File: src/verilog/uis_params.svh
/*
  timing, field and reset constants for the uart support block
  assumes: included by the design files of this block (uis_core, uis_baud_gen); the package does not include it
*/
`ifndef UIS_PARAMS_SVH
`define UIS_PARAMS_SVH
// ==========================================================
// register offsets on the plain port (byte index)
`define UIS_OFS_RHR 4'h0
`define UIS_OFS_IER 4'h1
`define UIS_OFS_IIR 4'h2
`define UIS_OFS_LCR 4'h3
`define UIS_OFS_MCR 4'h4
`define UIS_OFS_LSR 4'h5
`define UIS_OFS_MSR 4'h6
`define UIS_OFS_DLL 4'h8
`define UIS_OFS_DLH 4'h9
`define UIS_OFS_EFR 4'hA
`define UIS_OFS_EVT 4'hB
`define UIS_OFS_STA 4'hC
// ==========================================================
// identification codes
`define UIS_ID_NONE 6'h01
`define UIS_ID_LINE 6'h06
`define UIS_ID_TOUT 6'h0C
`define UIS_ID_RXD 6'h04
`define UIS_ID_TX 6'h02
`define UIS_ID_MODEM 6'h00
`define UIS_ID_XOFF 6'h10
`define UIS_ID_FLOW 6'h20
// ==========================================================
// field positions
`define UIS_FCR_EN 0
`define UIS_FCR_DMA 3
`define UIS_EFR_ENH 4
`define UIS_IER_SLEEP 4
`define UIS_LCR_BREAK 6
`define UIS_MCR_PRE 7
`define UIS_LSR_FIFOERR 7
// ==========================================================
// reset values and timing
`define UIS_LCR_RESET 8'h1D
`define UIS_IDLE_CHARS 4
`define UIS_BITS_PER_CHAR 10
`define UIS_OVERSAMPLE 16
`define UIS_PRESCALE 4
`endif

File: src/verilog/uis_pkg.sv
/*
  types shared by the uart support block
  assumes: nothing beyond the params header
*/
package uis_pkg;
    // ==========================================================
    // types
    typedef logic [5:0] uis_ident_type;
    typedef enum logic [1:0] {UIS_AWAKE, UIS_ASLEEP} uis_sleep_type;
endpackage

File: src/verilog/uis_core.sv
/*
  uart channel support: interrupt identification, dma requests,
  sleep control, receive idle detect, break, baud generator
  assumes: fifo, shifters and flow control live outside and report
  their state on plain status inputs; registers on a plain port
*/
// Local design decisions: the address map and the plain strobed port.
`timescale 1ns/1ps
`default_nettype none
`include "uis_params.svh"
// How it works
// - no interrupt pending reads code 000001
// - line status first; errors drained, overrun on read
// - time-out code 001100, cleared by data read
// - receive data code 000100, cleared by read
// - transmit code 000010, cleared ident read/write
// - highest pending type shown; modem cleared by read
// - xoff clears on xon; special on status read
// - flow pin rising code 100000, ident read clears
// - enable bits gate each type and output
// - status bit 7 while any fifo error
// - status bits 4:2 show head flags
// - any enable 3:0 or 5 means interrupt mode
// - fifo control bit 3 with bit 0 picks dma mode
// - mode 0 transmit empty, receive any held
// - mode 0 receive request drops when empty
// - mode 1 transmit on free space, not full
// - mode 1 receive on trigger/timeout, drops empty/error
// - sleep needs both enables and quiet channel
// - sleep stops baud; wakes on line activity
// - idle after four chars high; break drives low
// - divisor after optional divide-by-4 prescale
// - zero divisor gives no baud clock
// - reset clears enables; divisor kept
module uis_core #(
    parameter int DIV_W = 16
) (
    // clock and reset
    input wire logic clk,
    input wire logic rst,
    // register port
    input wire logic [3:0] addr,
    input wire logic [7:0] wdata,
    input wire logic wr,
    input wire logic rd,
    output logic [7:0] rdata,
    // fifo and shifter status from the channel datapath
    input wire logic rx_data_available,
    input wire logic rx_above_trigger,
    input wire logic rx_fifo_error,
    input wire logic [2:0] rx_head_flags,
    input wire logic rx_overrun,
    input wire logic rx_timeout,
    input wire logic tx_holding_empty,
    input wire logic tx_above_trigger,
    input wire logic tx_free_trigger,
    input wire logic tx_fifo_full,
    input wire logic tx_shift_empty,
    // flow control and modem events
    input wire logic xoff_seen,
    input wire logic xon_seen,
    input wire logic special_seen,
    input wire logic flow_pin_rise,
    input wire logic [3:0] modem_pins,
    // serial line
    input wire logic rx_line,
    input wire logic tx_serial,
    output logic tx_line,
    // outputs
    output logic irq,
    output logic tx_dma_request,
    output logic rx_dma_request,
    output logic baud_tick,
    output logic uart_clk_run
);
    import uis_pkg::*;
    localparam int IDLE_W = 16;
    localparam logic [IDLE_W-1:0] IDLE_TICKS =
        IDLE_W'(`UIS_IDLE_CHARS * `UIS_BITS_PER_CHAR * `UIS_OVERSAMPLE);
    // ==========================================================
    // control registers
    logic [7:0] ier_q, ier_d; // interrupt_enable_reg
    logic [7:0] fcr_q, fcr_d; // fifo_control_reg
    logic [7:0] lcr_q, lcr_d; // line_control_reg
    logic [7:0] mcr_q, mcr_d; // modem_control_reg
    logic [7:0] efr_q, efr_d; // enhanced_feature_reg
    logic [7:0] dll_q, dll_d; // divisor_low_byte
    logic [7:0] dlh_q, dlh_d; // divisor_high_byte
    // ==========================================================
    // interrupt source latches
    logic ovr_q, ovr_d; // overrun pending
    logic tx_q, tx_d; // transmit pending
    logic msc_q, msc_d; // modem change pending
    logic xoff_q, xoff_d; // xoff pending
    logic spc_q, spc_d; // special char pending
    logic flow_q, flow_d; // flow pin pending
    logic [3:0] delta_q, delta_d; // modem deltas
    logic [3:0] pins_q; // previous modem pins
    logic tx_src_q; // previous transmit source
    // ==========================================================
    // idle, sleep and break state
    logic [IDLE_W-1:0] idle_q, idle_d; // ticks of high line
    logic rx_prev_q; // previous line level
    uis_sleep_type slp_q, slp_d;
    logic [7:0] rdata_d;
    uis_ident_type ident;
    logic tx_src, ier_rd, lsr_rd, msr_rd, rhr_rd, iir_rd, thr_wr;
    logic rx_idle, pins_chg, wake, sleep_ok;
    logic [7:0] lsr_val;
    // ==========================================================
    // access decode
    always_comb begin
        rhr_rd = rd && addr == `UIS_OFS_RHR;
        iir_rd = rd && addr == `UIS_OFS_IIR;
        lsr_rd = rd && addr == `UIS_OFS_LSR;
        msr_rd = rd && addr == `UIS_OFS_MSR;
        ier_rd = rd && addr == `UIS_OFS_IER;
        thr_wr = wr && addr == `UIS_OFS_RHR;
    end
    // transmit source per fifo mode
    always_comb begin
        if (fcr_q[`UIS_FCR_EN]) begin
            tx_src = tx_above_trigger;
        end else begin
            tx_src = tx_holding_empty;
        end
    end
    // ==========================================================
    // line status: bit 7 while any fifo error, head flags else zero
    always_comb begin
        lsr_val = 8'h00;
        lsr_val[`UIS_LSR_FIFOERR] = rx_fifo_error;
        lsr_val[4:2] = rx_data_available ? rx_head_flags : 3'h0;
        lsr_val[1] = ovr_q;
        lsr_val[0] = rx_data_available;
        lsr_val[5] = tx_holding_empty;
        lsr_val[6] = tx_holding_empty && tx_shift_empty;
    end
    // ==========================================================
    // interrupt latches; a new event wins over a clear in one cycle
    always_comb begin
        pins_chg = modem_pins != pins_q;
        delta_d = delta_q;
        if (msr_rd) begin
            delta_d = 4'h0;
        end
        delta_d = delta_d | (modem_pins ^ pins_q);
        msc_d = (msc_q && !msr_rd) || pins_chg;
        ovr_d = (ovr_q && !lsr_rd) || rx_overrun;
        // transmit: raised on source rising, cleared by ident read or write
        tx_d = tx_q;
        if ((iir_rd && ident == `UIS_ID_TX) || thr_wr) begin
            tx_d = 1'b0;
        end
        if (tx_src && !tx_src_q) begin
            tx_d = 1'b1;
        end
        xoff_d = (xoff_q && !xon_seen) || xoff_seen;
        spc_d = (spc_q && !lsr_rd) || special_seen;
        flow_d = (flow_q && !(iir_rd && ident == `UIS_ID_FLOW)) || flow_pin_rise;
    end
    // ==========================================================
    // priority encoder: highest enabled pending type wins
    always_comb begin
        ident = `UIS_ID_NONE;
        if (ier_q[5] && flow_q) begin
            ident = `UIS_ID_FLOW;
        end
        if (ier_q[5] && (xoff_q || spc_q)) begin
            ident = `UIS_ID_XOFF;
        end
        if (ier_q[3] && msc_q) begin
            ident = `UIS_ID_MODEM;
        end
        if (ier_q[1] && tx_q) begin
            ident = `UIS_ID_TX;
        end
        if (ier_q[0] && (fcr_q[`UIS_FCR_EN] ? rx_above_trigger : rx_data_available)) begin
            ident = `UIS_ID_RXD;
        end
        if (ier_q[0] && rx_timeout) begin
            ident = `UIS_ID_TOUT;
        end
        // framing, parity, break driven by the fifo error bit
        if (ier_q[2] && (rx_fifo_error || ovr_q)) begin
            ident = `UIS_ID_LINE;
        end
    end
    // ==========================================================
    // receive idle, sleep entry and wake
    always_comb begin
        rx_idle = idle_q >= IDLE_TICKS;
        idle_d = idle_q;
        if (!rx_line) begin
            idle_d = '0;
        end else if (baud_tick && !rx_idle) begin
            idle_d = idle_q + IDLE_W'(1);
        end
        wake = (rx_line != rx_prev_q) || pins_chg || thr_wr;
        sleep_ok = efr_q[`UIS_EFR_ENH] && ier_q[`UIS_IER_SLEEP] && rx_idle
            && tx_holding_empty && tx_shift_empty && !rx_data_available
            && (ident == `UIS_ID_NONE || ident == `UIS_ID_TX
            || ident == `UIS_ID_TOUT);
        slp_d = slp_q;
        unique case (slp_q)
            UIS_AWAKE: begin
                if (sleep_ok && !wake) begin
                    slp_d = UIS_ASLEEP;
                end
            end
            UIS_ASLEEP: begin
                if (wake || !efr_q[`UIS_EFR_ENH] || !ier_q[`UIS_IER_SLEEP]) begin
                    slp_d = UIS_AWAKE;
                end
            end
        endcase
    end
    // ==========================================================
    // register writes
    always_comb begin
        ier_d = ier_q;
        fcr_d = fcr_q;
        lcr_d = lcr_q;
        mcr_d = mcr_q;
        efr_d = efr_q;
        dll_d = dll_q;
        dlh_d = dlh_q;
        if (wr) begin
            unique case (addr)
                `UIS_OFS_IER: ier_d = wdata;
                `UIS_OFS_IIR: fcr_d = wdata;
                `UIS_OFS_LCR: lcr_d = wdata;
                `UIS_OFS_MCR: mcr_d = wdata;
                `UIS_OFS_EFR: efr_d = wdata;
                `UIS_OFS_DLL: dll_d = wdata;
                `UIS_OFS_DLH: dlh_d = wdata;
                default: ;
            endcase
        end
    end
    // read data, valid the cycle after the strobe
    always_comb begin
        rdata_d = 8'h00;
        if (rd) begin
            unique case (addr)
                `UIS_OFS_IER: rdata_d = ier_q;
                `UIS_OFS_IIR: rdata_d = {2'h0, ident};
                `UIS_OFS_LCR: rdata_d = lcr_q;
                `UIS_OFS_MCR: rdata_d = mcr_q;
                `UIS_OFS_LSR: rdata_d = lsr_val;
                `UIS_OFS_MSR: rdata_d = {modem_pins, delta_q};
                `UIS_OFS_DLL: rdata_d = dll_q;
                `UIS_OFS_DLH: rdata_d = dlh_q;
                `UIS_OFS_EFR: rdata_d = efr_q;
                `UIS_OFS_STA: rdata_d = {6'h00, slp_q == UIS_ASLEEP, rx_idle};
                default: rdata_d = 8'h00;
            endcase
        end
    end
    // ==========================================================
    // control registers; divisor bytes have no reset term
    always_ff @(posedge clk or posedge rst) begin
        if (rst) begin
            ier_q <= 8'h00;
            fcr_q <= 8'h00;
            lcr_q <= `UIS_LCR_RESET;
            mcr_q <= 8'h00;
            efr_q <= 8'h00;
            ovr_q <= 1'b0;
            tx_q <= 1'b0;
            msc_q <= 1'b0;
            xoff_q <= 1'b0;
            spc_q <= 1'b0;
            flow_q <= 1'b0;
            delta_q <= 4'h0;
            pins_q <= 4'h0;
            tx_src_q <= 1'b0;
            idle_q <= '0;
            rx_prev_q <= 1'b1;
            slp_q <= UIS_AWAKE;
            rdata <= 8'h00;
        end else begin
            ier_q <= ier_d;
            fcr_q <= fcr_d;
            lcr_q <= lcr_d;
            mcr_q <= mcr_d;
            efr_q <= efr_d;
            ovr_q <= ovr_d;
            tx_q <= tx_d;
            msc_q <= msc_d;
            xoff_q <= xoff_d;
            spc_q <= spc_d;
            flow_q <= flow_d;
            delta_q <= delta_d;
            pins_q <= modem_pins;
            tx_src_q <= tx_src;
            idle_q <= idle_d;
            rx_prev_q <= rx_line;
            slp_q <= slp_d;
            rdata <= rdata_d;
        end
    end
    // divisor latch survives reset, so it is clocked without one
    always_ff @(posedge clk) begin
        dll_q <= dll_d;
        dlh_q <= dlh_d;
    end
    // ==========================================================
    // outputs
    always_comb begin
        uart_clk_run = slp_q == UIS_AWAKE;
        irq = ident != `UIS_ID_NONE;
        tx_line = lcr_q[`UIS_LCR_BREAK] ? 1'b0 : tx_serial;
        if (fcr_q[`UIS_FCR_DMA] && fcr_q[`UIS_FCR_EN]) begin
            tx_dma_request = tx_free_trigger && !tx_fifo_full;
            rx_dma_request = (rx_above_trigger || rx_timeout) && rx_data_available
                && !rx_fifo_error;
        end else begin
            tx_dma_request = tx_holding_empty && tx_shift_empty;
            rx_dma_request = rx_data_available;
        end
    end
    // baud generator, halted while asleep
    uis_baud_gen #(.DIV_W(DIV_W)) u_baud (
        .clk(clk),
        .rst(rst),
        .run(uart_clk_run),
        .prescale_on(mcr_q[`UIS_MCR_PRE]),
        .divisor({dlh_q, dll_q}),
        .tick(baud_tick)
    );
endmodule // uis_core
`default_nettype wire

File: src/verilog/uis_baud_gen.sv
/*
  baud generator: optional divide-by-4 prescale then 16-bit divisor
  assumes: single clock domain, divisor steady while running
*/
`timescale 1ns/1ps
`default_nettype none
`include "uis_params.svh"
module uis_baud_gen #(
    parameter int DIV_W = 16
) (
    // clock and reset
    input wire logic clk,
    input wire logic rst,
    // control
    input wire logic run,
    input wire logic prescale_on,
    input wire logic [DIV_W-1:0] divisor,
    // sixteen-times tick
    output logic tick
);
    import uis_pkg::*;
    logic [1:0] pre_q, pre_d; // prescale counter
    logic [DIV_W-1:0] cnt_q, cnt_d; // divisor counter
    logic tick_d;
    logic pre_tick;
    // ==========================================================
    // next state
    always_comb begin
        pre_tick = !prescale_on || (pre_q == 2'(`UIS_PRESCALE - 1));
        pre_d = pre_q;
        cnt_d = cnt_q;
        tick_d = 1'b0;
        // zero divisor yields no ticks at all
        if (run && divisor != '0) begin
            pre_d = pre_tick ? 2'h0 : pre_q + 2'h1;
            if (pre_tick) begin
                if (cnt_q >= divisor - DIV_W'(1)) begin
                    cnt_d = '0;
                    tick_d = 1'b1;
                end else begin
                    cnt_d = cnt_q + DIV_W'(1);
                end
            end
        end
    end
    // registers
    always_ff @(posedge clk or posedge rst) begin
        if (rst) begin
            pre_q <= 2'h0;
            cnt_q <= '0;
            tick <= 1'b0;
        end else begin
            pre_q <= pre_d;
            cnt_q <= cnt_d;
            tick <= tick_d;
        end
    end
endmodule // uis_baud_gen
`default_nettype wire

File: config.mk
export PLATFORM = sky130hd
export DESIGN_NAME = uis_core
export DESIGN_NICKNAME = d
export VERILOG_FILES = /design/src/verilog/uis_pkg.sv /design/src/verilog/uis_core.sv /design/src/verilog/uis_baud_gen.sv
export VERILOG_INCLUDE_DIRS = /design/src /design/src/verilog
export SDC_FILE = /design/constraint.sdc
export NUM_CORES = 1
export LEC_CHECK = 0
export BUFFER_PORTS_ARGS = -buffer_cell sky130_fd_sc_hd__buf_2
export CORE_UTILIZATION = 54
export CTS_CLUSTER_DIAMETER = 30
export CTS_CLUSTER_SIZE = 28
export DETAILED_ROUTE_END_ITERATION = 12
export PLACE_DENSITY = 0.77
export SYNTH_ARGS = -nofsm -noshare
export SYNTH_HDL_FRONTEND = slang
export SYNTH_SLANG_ARGS = --single-unit
File: constraint.sdc
create_clock -name clk -period 3.4 [get_ports clk]
set_input_delay 0.34 -clock clk [delete_from_list [all_inputs] [get_ports clk]]
set_output_delay 0.34 -clock clk [all_outputs]
set_load 0.02 [all_outputs]
After elaboration in Yosys (flattened, before gate mapping)

Index checks and enable logic that the tools add are counted.

Bits in registers: 113
Bits in latches: 0
Bits in writable memories: 0
Memory bits (read-only): 0
Word-level logic and storage cells: 156
Memories kept: 0

Add/sub/neg operators: 4
$mul: 0
Div/mod/pow operators: 0
Order comparisons: 2
Eq/ne operators: 22
Shift operators: 0
Mux-type cells: 28
Bitwise gates (word level): 2
Reductions and logical operators: 75

Operators by type and width:

| kind                  | number |
|---|---|
| $pmux 8 s10           | 1 |
| $mux 16               | 3 |
| $mux 6                | 7 |
| $logic_and 1x1->1     | 33 |
| $add 16x1->16 const B | 2 |
| $reduce_and 2->1      | 9 |
| $eq 4x4->1 const B    | 4 |
| $ge 16x10->1 const B  | 1 |
| $ge 16x16->1          | 1 |
| $logic_or 1x1->1      | 16 |
| $reduce_bool 16->1    | 1 |
| $sub 16x1->16 const B | 1 |
| $logic_not 1->1       | 13 |
| $eq 4x3->1 const B    | 3 |
| $mux 1                | 10 |
| $eq 4x2->1 const B    | 2 |
| $mux 8                | 1 |
| $eq 6x1->1 const B    | 1 |
| $eq 6x2->1 const B    | 1 |
| $eq 6x4->1 const B    | 1 |
| $eq 6x6->1 const B    | 1 |
| $mux 2                | 3 |
| $ne 6x1->1 const B    | 1 |
| $eq 4x1->1 const B    | 1 |
| 15 further kinds      | 16 |

Logic depth before layout (Yosys ltp)

Depth in word-level cells: 15
Depth in mapped cells: 14

By module

From an unflattened synthesis, not the netlist that was laid out.

Cell total of the unflattened synthesis: 546
Area, all modules: 5954.5 µm²

By module, submodules not included:

| module       | times used | cells an instance | area an instance (µm²) | seq. area each (µm²) |
|---|---|---|---|---|
| uis_core     | 1          | 358               | 4327.9                 | 2363.5 |
| uis_baud_gen | 1          | 188               | 1626.6                 | 475.5 |

Least setup slack after synthesis

OpenSTA, ideal clock, no wires.

Path kind: flip-flop to flip-flop
From: reg dll_q[2]
To: reg u_baud.cnt_q[10]
Arrival: 3.086 ns
Data required time: 3.279 ns
Path slack: 0.192 ns
Cell stages (with the launch flop): 13
Buffers on the path: 1
Period minus slack after synthesis: 3.208 ns
Cells stage by stage: edfxtp_1 nor3_1 nand2b_1 or3_1 or4_1 xor2_1 ha_1 and4_1 o311ai_0 a31o_2 a21oi_2 buf_2 nor2_1

Longest elaborated chain between the ends: 3
Elaborated cells on any way between the ends: 6
Classes of those cells: add/sub: 1; order compare: 1; mux: 1; reduce/logical: 3

Ends and longest elaborated chain:

| item                                                       | RTL line                               | source |
|---|---|---|
| start: declaration                                         | uis_core.sv:87                         | `logic [7:0] dll_q, dll_d;` |
| start signal: assignment                                   | uis_core.sv:305                        | `dll_q <= dll_d;` |
| $sub 16x1->16 / $reduce_bool 16->1 (equally long branches) | uis_baud_gen.sv:37, uis_baud_gen.sv:34 |  |
| $ge 16x16->1 / $logic_and 1x1->1 (equally long branches)   | uis_baud_gen.sv:37, uis_baud_gen.sv:34 |  |
| $mux 16 / $reduce_and 2->1 (equally long branches)         | --                                     |  |
| end signal: assignment                                     | uis_baud_gen.sv:54                     | `cnt_q <= cnt_d;` |
| end: declaration                                           | uis_baud_gen.sv:23                     | `logic [DIV_W-1:0] cnt_q, cnt_d;` |

Parallel ways exist; a longest one is shown, timed or not.
A chain may end at the register's enable or synchronous reset.

Worst setup path in the final report

From: reg dll_q[0]
To: reg u_baud.cnt_q[2]

Same word-level chain as after synthesis.

==> results.md <==
- Status: completed
- Yosys Warn Count: 0
- CTS root buf: clkbuf_8
- Worst-Margin Slew: 0.8494 ns
- Initial antenna violation count: 0
- Core ar.: 9955 um2
- Routed wire per std cell: slightly below 20 um
- Placed cell areas: 6090 um2
- Number of I/O pins: 53
- Fmax: 0.3081 GHz
- Worst setup endpoint: u_baud.cnt_q[2]
- Mux share of post-synthesis cell area: slightly below 9%
- Async S/R FF share, synth: 85.45%
- H-Tree Depth: 3
- Largest net degree at the start of global routing: 95
- Die H: ~100 um
- Mapped Nets: a little under 600
- Nature of the critical path startpoint: flip-flop
- Share of the synthesized area in the top cell type: 39.38%
- Critical path required time: 3.69 ns
- Syn Inst Count: 521
- GPL Wtd Cong: between 0.9 and 1
- Hold Path Class: in -> async
- Pwr per Cell Area: 482.6 nW/um2
- Slew Limit Fails: 0
- IO buf count: 52
- Final-report hold violation count: 0
- Drt initial violations: roughly 390
- Skew final: about 0.010 ns
- WL final: 13840 um
- GRT met2 Usage: 42.72%
- Worst reg2reg endpoint: u_baud.cnt_q[2]
- Yosys top cell by area: dfrtp_1
- Pleak: 2.761 nW
- Area taken by multi-input logic gates: around 2700 um2
- Routing usage on met1: 37.40%
- Via Count: 4352
- Filler cells: 784
- Initial core utilization: 56.81%
- Area Overhead vs Synth: 12.21%
- Inst Count DP: 698
- R2R setup slack: 0.15 ns
- Remaining DRCs: 0
- Insertion delay to the later sink of the worst-skew pair: 0.40 ns
- Final period util: 95.46%
- Die Wd: roughly 100 um
- Seq cells post-synth: 110
- Synth Area in Simple Gates: around 17%
- Crit Path Class: reg -> reg
- GRT overflow: 0
- Gr busiest metal: met2
- Compound-Gate Fraction of Synth Area: 11.44%
- Final setup viols: 0
- Vias/cell: ~6
- Layout cells sized above 1: 22.64%
- Register area: 2839 um2
- RSZ-0062 raised after global routing: false
- CTS clk-pin slew, worst paths: between 0.1 and 0.15 ns
- Most common cell after layout, fill and taps aside: dfrtp_1
- Fin cells: 716
- Design area: 6346 um2
- TritonRoute pass-1 iters: 5
- Most frequent cells in the layout: dfrtp_1 (89), buf_2 (52), nor2_1 (38), mux2_2 (38), nand2_1 (30)
- Main combinational cell family by area after synthesis: simple AND/OR/NAND/NOR gates
- Number of synthesized flops with an enable pin: 16
- CTS Buf Count: 9
- Gr usage total: 27.23%
- Ys flop type: dfrtp_1
- Cell Rows: 36
- Net count, final: roughly 640
- Crit end category: flip-flop
- Final setup TNS: 0 ns
- Vias in the first global route: 4351
- Largest cells by area after synthesis: dfrtp_1 (39%), edfxtp_1 (8.5%), mux2_2 (7.6%), ha_1 (4.6%), xor2_1 (3.3%)
- First-pass GRT wire length: 22730 um
- Min Tclk post-route: 3.246 ns
- Synth cell types: 56
- Worst VDD drop: just under 0.4 mV
- Max Cap Violations: 0
- Hold Buf Count CTS: 0
- CTS tree: done
- CTS Sinks: 110
- Post-DP HPWL: 10220 um
- Mapped Area: 5655 um2
- Crit Reg-Reg Startpoint: dll_q[0]
- Relative slew slack: 42.94%
- Synth Area in Adders: approximately 4.8%
- CP startpoint: dll_q[0]
- R2R depth: 12
- XOR/XNOR Fraction of Synth Area: 6.040%
- Grt met3 use: slightly above 7%
- N_diodes: 0
- Overall die area: 10890 um2
- Syn avg cell area: 10.85 um2
- CP arrival: 3.54 ns
- Crit-path max FO: 16
- CTS Buffer Depth: 2
- Seq/Total Area, Yosys: 50.20%
- Post-route ant nets: 0
[report_power, final]
part | switching (mW) | total (mW) | internal, mW
Combinational | 0.298 | 0.557 | 0.258
Clock | 0.515 | 0.851 | 0.336
Sequential | 0.154 | 1.65 | 1.50
Total | 0.967 | 3.06 | 2.10
[routing by layer]
| layer | up-vias | wire length (um) | share of wire (%) |
|---|---|---|---|
| met5 | - | 0 | 0 |
| met4 | 0 | 216 | 1.6 |
| met3 | 21 | 1034 | 7.5 |
| met2 | 183 | 6546 | 47 |
| met1 | 2139 | 6045 | 44 |
| li1 | 2009 | - | - |
[timing repair]
action,4_1_cts,5_1_grt
setup endpoints to repair,15,16
pin swaps,0,1
endpoints found under the hold margin,0,0
gates resized for setup,1,3
setup buffers,0,2
[sequential cells by signal, indices dropped and copies added, names as in the netlist, 2 cells and up]
name,flops
rdata,8
ier_q,8
efr_q,8
dll_q,8
lcr_q,8
dlh_q,8
mcr_q,8
delta_q,4
u_baud.pre_q,2
idle_q,16
u_baud.cnt_q,16
fcr_q,2
pins_q,4
[critical path, stage by stage (launching register included)]
cell      delay (ns)
edfxtp_1        0.44
nor3_2          0.22
nand2b_1        0.09
or3_4           0.37
or4_1           0.43
xor2_1          0.16
ha_1            0.31
and4_1          0.22
o311ai_0        0.16
a31o_2          0.30
a21oi_2         0.13
buf_4           0.22
nor2_1          0.08
[Yosys cell counts, types with 16 or more instances]
cell type and number:
edfxtp_1 16, and2_1 17, nand3_1 25, a21oi_1 18
nor2_1 38, nand2_1 30, ha_1 21, o21ai_0 19
xnor2_1 18, xor2_1 21, dfrtp_1 89, mux2_2 38
[through the flow]
stage	power, mW	setup WS (ns)	utilization, %	hold slack (ns)
4_1_cts	3.073	0.04541	63.45	0.04821
2_1_floorplan	2.026	0.1925	-	0.3445
5_1_grt	3.212	0.04834	63.75	0.05673
6_report	3.063	0.1543	63.75	0.02757
3_3_place_gp	2.184	0.2023	61.17	0.4702
3_5_place_dp	2.228	0.01811	61.17	0.4719
[cell type report]
type,instances,area share [%]
multi-input cells,381,42.88
flip-flops and latches,110,44.74
clock buffers,10,2.346
well taps,133,2.622
clock inverters,6,1.144
inverters,15,0.9069
repair buffers,61,5.363
[worst min path at each step]
stage	from	to	slack, ns	depth (start not counted)
2_1_floorplan	rx_line	rx_prev_q	0.34	0
3_3_place_gp	idle_q[12]	idle_q[12]	0.47	1
3_5_place_dp	idle_q[10]	idle_q[10]	0.47	1
4_1_cts	rst	u_baud.cnt_q[15]	0.05	3
5_1_grt	rst	u_baud.cnt_q[12]	0.06	3
6_report	rst	idle_q[5]	0.03	3
[logic make-up (layout without fill, tap and decap cells)]
logic type	after synthesis	in the layout
AO/OA/AOI/OAI	96	96
XOR/XNOR	39	39
multiplexers	45	45
flip-flops	110	110
buffers and inverters	30	92
AND/OR/NAND/NOR	179	179
adder cells (fa/ha/maj)	22	22
Power figures use the tool's default switching activity.
